<file path="src/fsw_consts.svh">
`ifndef FSW_CONSTS_SVH
`define FSW_CONSTS_SVH

// register offsets
`define FSW_OFS_PRESCALE 16'h0400
`define FSW_OFS_LOCAL_TMO 16'h0410
`define FSW_OFS_PROC_TMO 16'h0420

// reset values
`define FSW_RST_PRESCALE 16'h09C2
`define FSW_RST_PROC_TMO 16'h03E8
`define FSW_RST_LOCAL_TMO 16'h03E8

// timing
`define FSW_CLK_PERIOD_NS 20
`define FSW_BASE_TICK_NS 40
`define FSW_BASE_CYCLES ((`FSW_BASE_TICK_NS + `FSW_CLK_PERIOD_NS - 1) / `FSW_CLK_PERIOD_NS)
`define FSW_PRESCALE_EXTRA 2

// watchdog indices inside the generate loop
`define FSW_WD_PROC 0
`define FSW_WD_LOCAL 1
`define FSW_WD_COUNT 2

`endif

</file>
<file path="src/fsw_pkg.sv">
package fsw_pkg;

    typedef enum logic [2:0] {
        FSW_WD_IDLE    = 3'b001,
        FSW_WD_RUN     = 3'b010,
        FSW_WD_EXPIRED = 3'b100
    } fsw_wd_state_t;

endpackage

</file>
<file path="src/fsw_tick.sv">
`timescale 1ns/1ns
`include "fsw_consts.svh"

module fsw_tick
    import fsw_pkg::*;
#(
    parameter int PW = 16
) (
    input wire logic clk_i,
    input wire logic resetn_i,
    input wire logic [PW-1:0] prescale_i,
    output logic wd_tick_o
);

    localparam logic [7:0] BASE_LAST = 8'(`FSW_BASE_CYCLES - 1);
    localparam logic [PW:0] EXTRA_LAST = (PW+1)'(`FSW_PRESCALE_EXTRA - 1);

    logic [7:0] base_cnt_ff;
    logic base_tick;
    logic [PW:0] presc_cnt_ff;
    logic [PW:0] presc_last;

    assign base_tick = (base_cnt_ff == BASE_LAST);
    // one watchdog tick spans prescale + 2 base ticks
    assign presc_last = {1'b0, prescale_i} + EXTRA_LAST;

    always_ff @(posedge clk_i) begin
        if (!resetn_i) begin
            base_cnt_ff <= 8'h00;
        end else if (base_tick) begin
            base_cnt_ff <= 8'h00;
        end else begin
            base_cnt_ff <= base_cnt_ff + 8'h01;
        end
    end

    // a prescale rewrite below the running count wraps at once rather than running to the top
    always_ff @(posedge clk_i) begin
        if (!resetn_i) begin
            presc_cnt_ff <= '0;
        end else if (base_tick) begin
            if (presc_cnt_ff >= presc_last) begin
                presc_cnt_ff <= '0;
            end else begin
                presc_cnt_ff <= presc_cnt_ff + (PW+1)'(1);
            end
        end
    end

    always_ff @(posedge clk_i) begin
        if (!resetn_i) begin
            wd_tick_o <= 1'b0;
        end else begin
            wd_tick_o <= base_tick && (presc_cnt_ff >= presc_last);
        end
    end

endmodule // fsw_tick

</file>
<file path="src/fsw_top.sv">
`timescale 1ns/1ns
`include "fsw_consts.svh"


module fsw_top
    import fsw_pkg::*;
#(
    parameter int OW = 8,
    parameter logic [OW-1:0] SAFE_VALUE = '0
) (
    input wire logic clk_i,
    input wire logic resetn_i,
    input wire logic [15:0] reg_addr_i,
    input wire logic [15:0] reg_wdata_i,
    input wire logic reg_wr_i,
    input wire logic reg_rd_i,
    output logic [15:0] reg_rdata_o,
    input wire logic pd_exchange_ok_i,
    input wire logic local_access_i,
    input wire logic [OW-1:0] app_out_i,
    output logic [OW-1:0] out_o,
    output logic proc_wd_expired_o,
    output logic local_wd_expired_o
);

    localparam int TW = 16;

    logic [TW-1:0] prescale_ff;
    logic [TW-1:0] proc_tmo_ff;
    logic [TW-1:0] local_tmo_ff;
    logic wd_tick;
    logic [TW-1:0] tmo [`FSW_WD_COUNT];
    logic [`FSW_WD_COUNT-1:0] kick;
    logic [`FSW_WD_COUNT-1:0] wd_exp;
    logic [`FSW_WD_COUNT-1:0] wd_exp_evt;
    logic any_exp;

    // register writes; unwritten values simply persist, so a master that skips
    // a setting at startup leaves the held value in force
    always_ff @(posedge clk_i) begin
        if (!resetn_i) begin
            prescale_ff <= `FSW_RST_PRESCALE;
            proc_tmo_ff <= `FSW_RST_PROC_TMO;
            local_tmo_ff <= `FSW_RST_LOCAL_TMO;
        end else if (reg_wr_i) begin
            case (reg_addr_i)
                `FSW_OFS_PRESCALE: begin
                    prescale_ff <= reg_wdata_i;
                end
                `FSW_OFS_LOCAL_TMO: begin
                    local_tmo_ff <= reg_wdata_i;
                end
                `FSW_OFS_PROC_TMO: begin
                    proc_tmo_ff <= reg_wdata_i;
                end
                default: begin
                end
            endcase
        end
    end

    // reads return one cycle later; unmapped offsets read zero
    always_ff @(posedge clk_i) begin
        if (!resetn_i) begin
            reg_rdata_o <= 16'h0000;
        end else if (reg_rd_i) begin
            case (reg_addr_i)
                `FSW_OFS_PRESCALE: begin
                    reg_rdata_o <= prescale_ff;
                end
                `FSW_OFS_LOCAL_TMO: begin
                    reg_rdata_o <= local_tmo_ff;
                end
                `FSW_OFS_PROC_TMO: begin
                    reg_rdata_o <= proc_tmo_ff;
                end
                default: begin
                    reg_rdata_o <= 16'h0000;
                end
            endcase
        end
    end

    // single prescaler feeds both watchdogs
    fsw_tick #(
        .PW(TW)
    ) u_tick (
        .clk_i(clk_i),
        .resetn_i(resetn_i),
        .prescale_i(prescale_ff),
        .wd_tick_o(wd_tick)
    );

    assign tmo[`FSW_WD_PROC] = proc_tmo_ff;
    assign tmo[`FSW_WD_LOCAL] = local_tmo_ff;
    assign kick[`FSW_WD_PROC] = pd_exchange_ok_i;
    assign kick[`FSW_WD_LOCAL] = local_access_i;

    // prescaler runs free, so a kick restarts the count but not the tick phase:
    // real timeout lies between (value-1) and value ticks after the last kick
    for (genvar g = 0; g < `FSW_WD_COUNT; g++) begin : g_wd
        fsw_wd_state_t st_ff;
        logic [TW-1:0] cnt_ff;
        logic cnt_done;

        // timeout is register value times watchdog tick
        assign cnt_done = ({1'b0, cnt_ff} + 17'h00001) >= {1'b0, tmo[g]};

        always_ff @(posedge clk_i) begin
            if (!resetn_i) begin
                st_ff <= FSW_WD_IDLE;
                cnt_ff <= '0;
            end else begin
                case (st_ff)
                    FSW_WD_IDLE: begin
                        cnt_ff <= '0;
                        if (tmo[g] != '0) begin
                            st_ff <= FSW_WD_RUN;
                        end
                    end
                    FSW_WD_RUN: begin
                        if (tmo[g] == '0) begin
                            st_ff <= FSW_WD_IDLE;
                        end else if (kick[g]) begin
                            cnt_ff <= '0;
                        end else if (wd_tick) begin
                            if (cnt_done) begin
                                st_ff <= FSW_WD_EXPIRED;
                                cnt_ff <= '0;
                            end else if (cnt_ff != '1) begin
                                cnt_ff <= cnt_ff + 16'h0001;
                            end
                        end
                    end
                    FSW_WD_EXPIRED: begin
                        if (tmo[g] == '0) begin
                            st_ff <= FSW_WD_IDLE;
                        end else if (kick[g]) begin
                            st_ff <= FSW_WD_RUN;
                            cnt_ff <= '0;
                        end
                    end
                    default: begin
                        st_ff <= FSW_WD_IDLE;
                        cnt_ff <= '0;
                    end
                endcase
            end
        end

        assign wd_exp[g] = (st_ff == FSW_WD_EXPIRED);
        assign wd_exp_evt[g] = (st_ff == FSW_WD_RUN) && !kick[g] && wd_tick && cnt_done && (tmo[g] != '0);
    end

    assign any_exp = |wd_exp;

    // flags set on the same edge as the expired state and clear one cycle after it; expiry has no path into the slave
    // state machine, so the operational state is never touched here
    always_ff @(posedge clk_i) begin
        if (!resetn_i) begin
            proc_wd_expired_o <= 1'b0;
            local_wd_expired_o <= 1'b0;
        end else begin
            proc_wd_expired_o <= wd_exp[`FSW_WD_PROC] || wd_exp_evt[`FSW_WD_PROC];
            local_wd_expired_o <= wd_exp[`FSW_WD_LOCAL] || wd_exp_evt[`FSW_WD_LOCAL];
        end
    end

    // output stage: safe value while any watchdog is expired; a disabled
    // watchdog never expires, so outputs pass through on lost links
    always_ff @(posedge clk_i) begin
        if (!resetn_i) begin
            out_o <= SAFE_VALUE;
        end else if (any_exp || (|wd_exp_evt)) begin
            out_o <= SAFE_VALUE;
        end else begin
            out_o <= app_out_i;
        end
    end

endmodule // fsw_top

</file>
<file path="config.mk">
export PLATFORM = sky130hd
export DESIGN_NAME = fsw_top
export DESIGN_NICKNAME = d
export VERILOG_FILES = /design/src/fsw_pkg.sv /design/src/fsw_tick.sv /design/src/fsw_top.sv
export VERILOG_INCLUDE_DIRS = /design/src
export SDC_FILE = /design/constraint.sdc
export NUM_CORES = 1
export LEC_CHECK = 0
export BUFFER_PORTS_ARGS = -buffer_cell sky130_fd_sc_hd__buf_2
export CAP_MARGIN = 10
export CORE_MARGIN = 4
export CORE_UTILIZATION = 56
export CTS_BUF_LIST = sky130_fd_sc_hd__clkbuf_8
export DETAILED_ROUTE_END_ITERATION = 12
export GPL_ROUTABILITY_DRIVEN = 0
export HOLD_SLACK_MARGIN = 0.06
export MAX_ROUTING_LAYER = met4
export PLACE_DENSITY = 0.76
export SETUP_SLACK_MARGIN = 0.3
export SYNTH_ARGS = -nofsm -noshare
export SYNTH_HDL_FRONTEND = slang
export SYNTH_SLANG_ARGS = --single-unit
export TNS_END_PERCENT = 20
</file>
<file path="constraint.sdc">
create_clock -name clk_i -period 3 [get_ports clk_i]
set_clock_uncertainty 0.1 [all_clocks]
set_input_delay 0.45 -clock clk_i [delete_from_list [all_inputs] [get_ports clk_i]]
set_output_delay 0.45 -clock clk_i [all_outputs]
set_load 0.05 [all_outputs]
</file>
; ---- Word-level counts from Yosys, hierarchy flattened
; Cells that the tools add are included.
[word_totals]
register_bits = 138
inputBits = 46
output_inout_bits = 26
wordCells = 120
[classes]
n_addsub = 7
n_lt_le_gt_ge = 3
n_eq_ne = 32
muxes = 34
bitwise_logic = 1
reduce_logical = 29
[ops]
columns = operator, count
row1 = 16-bit two-way mux, 14
row2 = 16-bit case mux with 2 select lines, 2
row3 = "16-bit by 1-bit adder with 17-bit output, second input constant", 3
row4 = "16-bit by 11-bit equality test with 1-bit output, second input constant", 3
row5 = 16-bit case mux with 3 select lines, 1
row6 = 3-bit two-way mux, 14
row7 = 17-bit by 16-bit greater-or-equal comparator with 1-bit output, 2
row8 = "16-bit by 1-bit adder with 16-bit output, second input constant", 2
row9 = 16-bit logical NOT, 2
row10 = "16-bit inequality test, second input constant", 2
row11 = 16-bit nonzero test, 2
row12 = 5-bit AND reduction, 4
row13 = "3-bit by 2-bit inequality test with 1-bit output, second input constant", 6
row14 = 3-bit case mux with 3 select lines, 2
row15 = "17-bit by 1-bit adder with 17-bit output, second input constant", 1
row16 = 17-bit greater-or-equal comparator, 1
row17 = 17-bit two-way mux, 1
row18 = "2-bit inequality test, second input constant", 8
row19 = "3-bit inequality test, second input constant", 4
row20 = 1-bit logical AND, 9
row21 = "8-bit by 1-bit adder with 8-bit output, second input constant", 1
row22 = "8-bit by 1-bit equality test with 1-bit output, second input constant", 1
row23 = "4-bit inequality test, second input constant", 2
row24 = 2-bit OR reduction, 4
row25 = 7 further kinds, 15

; ---- Depth between registers and ports, before layout
[depth]
depth_word = 8
ltp_mapped = 14
mapped_depth_nobuf = 12

; ---- Modules after synthesis
; A second synthesis with hierarchy kept.
[hier_totals]
hier_cells = 933
hier_area_um2 = 7835.0
[modules_own_cells]
columns = mod, instances, cells_each, area_each_um2, seq_area_each_um2
row1 = fsw_top, 1, 725, 6004.5, 2242.2
row2 = fsw_tick, 1, 208, 1830.5, 520.5

; ---- Worst setup path after synthesis
; Ideal clock, no wire load.
[synth_timing]
path_type = register to register
start = reg g_wd[1].cnt_ff[0]
end = reg g_wd[1].cnt_ff[10]
setup_ns = 0.076
arrival_time_ns = 3.102
t_required_ns = 2.824
slack_ns = -0.278
stages_incl_launch_ff = 14
path_buffers = 1
synth_period_minus_slack_ns = 3.278
path_cell_list = dfxtp_1 -> ha_1 -> nand4_1 -> or2_2 -> clkbuf_1 -> nor3_1 -> xnor2_1 -> ha_1 -> a21o_1 -> a21oi_1 -> o211a_2 -> nand4_1 -> or3b_2 -> a21boi_0
[synth_via]
elab_chain_cells = 7
elab_cells_between_ends = 12
cone_classes = add/sub (2) / order compare (1) / eq/ne (2) / mux (6) / reduce/logical (1)
[synth_rtl]
columns = item, line_no
row1 = "start, declared", fsw_top.sv:103  ; logic [TW-1:0] cnt_ff;
row2 = "start signal, assigned", fsw_top.sv:131  ; cnt_ff <= cnt_ff + 16'h0001;
row3 = 16-bit by 1-bit adder with 17-bit output or 16-bit by 1-bit adder with 16-bit output (tied branches), "fsw_top.sv:107, fsw_top.sv:131"
row4 = 17-bit by 16-bit greater-or-equal comparator with 1-bit output or 16-bit two-way mux (tied branches), "fsw_top.sv:107, fsw_top.sv:130"
row5 = 16-bit two-way mux, fsw_top.sv:127  ; if (cnt_done) begin
row6 = 16-bit two-way mux, fsw_top.sv:126  ; end else if (wd_tick) begin
row7 = 16-bit two-way mux, fsw_top.sv:124  ; end else if (kick[g]) begin
row8 = 16-bit two-way mux, fsw_top.sv:122  ; if (tmo[g] == '0) begin
row9 = 16-bit case mux with 2 select lines, fsw_top.sv:114  ; case (st_ff)
; Several ways; a longest one is shown, not always the timed one. The select of a mux whose other input is x is not followed.
; A chain may end at the register's enable or synchronous reset.

; ---- Worst setup path after layout
[layout_timing]
start = reg g_wd[1].cnt_ff[1]
end = reg g_wd[1].cnt_ff[1]
; The elaborated chain is that of the path after synthesis.

==> impl_metrics.csv <==
group,metric,value,unit
cells_and_area,nets,1239,
sta,worst_slew_pin_slew,0.591,ns
yosys,syn_inst,996,
global_routing,grt_pass1_wl,36700,um
floorplanning,initial_core_util,57.2,%
global_routing,first_global_vias,7454,
cells_and_area,final_cells,1331,
sta,fin_crit,3.10,ns
clock_network,cts_hold_buf,0,
floorplanning,floorplan.rows,43,
critical_path,crit_arrival,3.39,ns
sta,fin_ws,-0.101,ns
power_and_ir_drop,power_switching,0.928,mW
sta,max_freq,322,MHz
yosys,synth_flop_cell,"dfxtp_1",
run_status,violations,"negative setup slack",
power_and_ir_drop,powerDensity,357,mW/mm2
routing,vias,8076,
floorplanning,top_level_ports,72,
critical_path,cp-start-kind,"register",
yosys,synth_edf_count,0,
clock_network,path_clk_slew,0.08,ns
clock_network,cts_buffer_depth,2,
routing,first_iter_violations,823,
yosys,synth_seq_cells,138,
yosys,ys_types,58,
min_path,min-delay-path-class,"primary input to register",
cells_and_area,layout-drive-gt1-share,30.4,%
cells_and_area,num_antenna_cells,0,
power_and_ir_drop,combPwrFrac,6.7,%
routing,wl_per_cell,18.4,um
cells_and_area,num-fill-cells,960,
power_and_ir_drop,ir_drop,0.000372,V
sta,fin_crit_sh,103,%
sta,hold_viol_final,0,
critical_path,path_class,"register to register",
power_and_ir_drop,sw_frac_of_total,25.1,%
clock_network,numCtsBuffers,17,
floorplanning,die_w,127,um
yosys,yosysWarnings,0,
routing,drc_errors,0,
yosys,syn_nets,1097,
routing,firstDrtPassIters,6,
sta,finalSetupViolCount,13,
placed_design,dp_slack,-0.0760,ns
clock_network,cts.sinks,138,
routing,routed_wl,24600,um
clock_network,insertion_delay,0.46,ns
cells_and_area,finish.instance_area,0.0103,mm2
critical_path,critPathRequiredTime,3.29,ns
global_routing,antenna_found_initial,0,
floorplanning,die_h,127,um
sta,rsz0062_at_grt,"yes",
global_routing,grt_use_total,28.8,%
global_routing,grt_max_degree,47,
yosys,synthArstFlopShare,0,%
clock_network,h-tree-depth,4,
placed_design,place_inst,1267,
cells_and_area,area_growth,30.1,%
sta,relSlewSlack,60.4,%
critical_path,endpoint_kind,"register",
yosys,ys_seq_area_share,34.8,%
cells_and_area,layout_common_cells,"nand2_1 (184), dfxtp_1 (114), buf_4 (76), buf_2 (71), inv_1 (56)",
cells_and_area,regArea,0.00281,mm2
routing,via_per_inst,6.07,
run_status,status,"complete, but fails checks",
yosys,syn-cell-area,0.00794,mm2
placed_design,postPlaceCellArea,0.00888,mm2
power_and_ir_drop,total_leakage_power,4.13,nW
global_routing,grt_overflow_total,0,
placed_design,hpwl,15600,um
flow_run,drv_cap,0,
power_and_ir_drop,internal-power,2.77,mW
power_and_ir_drop,clock_power_share,42.6,%
clock_network,cts_tree,"done",
yosys,synth_area_per_cell,7.97,um2
floorplanning,coreArea,0.0139,mm2
cells_and_area,multi_input_area,0.00555,mm2
critical_path,critPathMaxFanout,7,
routing,ant_nets,0,
floorplanning,die-area,0.0162,mm2
placed_design,placement.io_buffers,71,
power_and_ir_drop,p_seq_share,50.7,%
clock_network,root_buffer,"clkbuf_8",
sta,slew_viol_final,0,
cells_and_area,final_common_cell,"nand2_1",
-- flip-flops by register name, summed over array words and instances, names as in the netlist --
name                 count
out_o                    8
local_tmo_ff            16
u_tick.wd_tick_o         1
proc_tmo_ff             16
g_wd.st_ff               6
reg_rdata_o             16
prescale_ff             16
g_wd.cnt_ff             32
u_tick.base_cnt_ff       8
u_tick.presc_cnt_ff     17
local_wd_expired_o       1
proc_wd_expired_o        1
-- power by group through the flow --
| stage | sequential (mW) | combinational, mW | clock (mW) |
|---|---|---|---|
| after detailed placement | 1.92 | 0.221 | 0 |
| after global placement | 1.92 | 0.217 | 0 |
| final | 1.87 | 0.248 | 1.57 |
| after CTS | 1.87 | 0.237 | 1.58 |
| after floorplan | 1.93 | 0.114 | 0 |
| after global routing | 1.88 | 0.267 | 1.66 |
-- final cells by class --
class | instances | area share (%)
Multi-Input combinational cell | 760 | 53.7
Sequential cell | 138 | 27.2
Timing Repair Buffer | 164 | 11.0
Clock buffer | 18 | 2.40
Tap cell | 180 | 2.18
Inverter | 57 | 2.07
Clock inverter | 14 | 1.50
-- cells in the mapped netlist (6+ instances only) --
| master | n | area share, % |
|---|---|---|
| o21ai_0 | 28 | 1.8 |
| or2_2 | 8 | 0.63 |
| xor2_1 | 32 | 3.5 |
| a21o_1 | 11 | 1.0 |
| a21boi_0 | 27 | 2.6 |
| nor2_1 | 33 | 1.6 |
| nor3_1 | 20 | 1.3 |
| nor2b_1 | 13 | 1.0 |
| nand2b_1 | 23 | 1.8 |
| dfxtp_1 | 138 | 35 |
| and2_1 | 17 | 1.3 |
| a211oi_1 | 16 | 1.5 |
| a31oi_1 | 15 | 1.2 |
| and3_1 | 16 | 1.3 |
| a21oi_1 | 53 | 3.3 |
| buf_2 | 6 | 0.38 |
| or3b_2 | 6 | 0.66 |
| nand3_1 | 39 | 2.5 |
| inv_1 | 56 | 2.6 |
| ha_1 | 55 | 8.7 |
| o21a_1 | 6 | 0.57 |
| nor4_1 | 13 | 1.0 |
| xnor2_1 | 26 | 2.9 |
| nand4_1 | 24 | 1.9 |
| nand2_1 | 189 | 8.9 |
| clkbuf_1 | 30 | 1.4 |
| a22oi_1 | 15 | 1.4 |
| o211ai_1 | 22 | 2.1 |
| and4_1 | 9 | 0.99 |
-- metal layers --
layer	GRT usage [%]	share of wire, %	up-vias
li1	-	-	3791
met1	36.2	40	3847
met2	46.7	49	358
met3	5.81	7.7	80
met4	9.72	3.3	0
met5	-	0	-
-- repair_timing --
action	in CTS	in global routing
resized for setup	124	72
cloned	0	0
buffers inserted	18	14
setup endpoints to repair	63	63
pin swaps	47	101
-- worst max-delay path: stages (launching register included) --
cell,delay [ns]
dfxtp_4,0.39
ha_4,0.14
nand4_1,0.09
or2_4,0.28
nor2_1,0.13
xor2_1,0.21
ha_1,0.28
a21oi_1,0.17
o21a_1,0.16
o211a_4,0.17
nand4_1,0.17
buf_6,0.21
or3b_4,0.39
a21oi_2,0.13
-- worst paths after layout --
| path | slack (ns) | cells past startpoint | from | end |
|---|---|---|---|---|
| min reg2reg | 0.37 | 1 | u_tick.base_cnt_ff[0]$_SDFF_PP0_ | u_tick.base_cnt_ff[0]$_SDFF_PP0_ |
| max reg2reg | -0.10 | 13 | g_wd[1].cnt_ff[1]$_SDFFE_PN0P_ | g_wd[1].cnt_ff[1]$_SDFFE_PN0P_ |
| min | 0.11 | 3 | app_out_i[4] | out_o[4]$_SDFF_PP0_ |
| max | -0.10 | 13 | g_wd[1].cnt_ff[1]$_SDFFE_PN0P_ | g_wd[1].cnt_ff[1]$_SDFFE_PN0P_ |
-- cells by family after synthesis --
family,count (synthesis),share of synthesized area [%]
AOI/OAI and AO/OA,214,17.8
xor gates and xnor gates,58,6.40
adders and majority gates,55,8.67
buffers and inverters,98,4.93
DFF,138,34.8
muxes,2,0.252
and+or+nand+nor,431,27.1
-- stage by stage --
stage | hold WS [ns] | total power [mW] | TNS [ns] | util [%]
global placement | 0.346 | 2.13 | -0.317 | 64.0
global route | 0.0887 | 3.80 | -3.55 | 74.5
floorplan | 0.330 | 2.05 | 0 | -
CTS | 0.0933 | 3.69 | -0.0185 | 71.3
finish | 0.108 | 3.69 | -0.541 | 74.5
detailed placement | 0.357 | 2.14 | -0.945 | 64.0
Power figures use the tool's default switching activity.
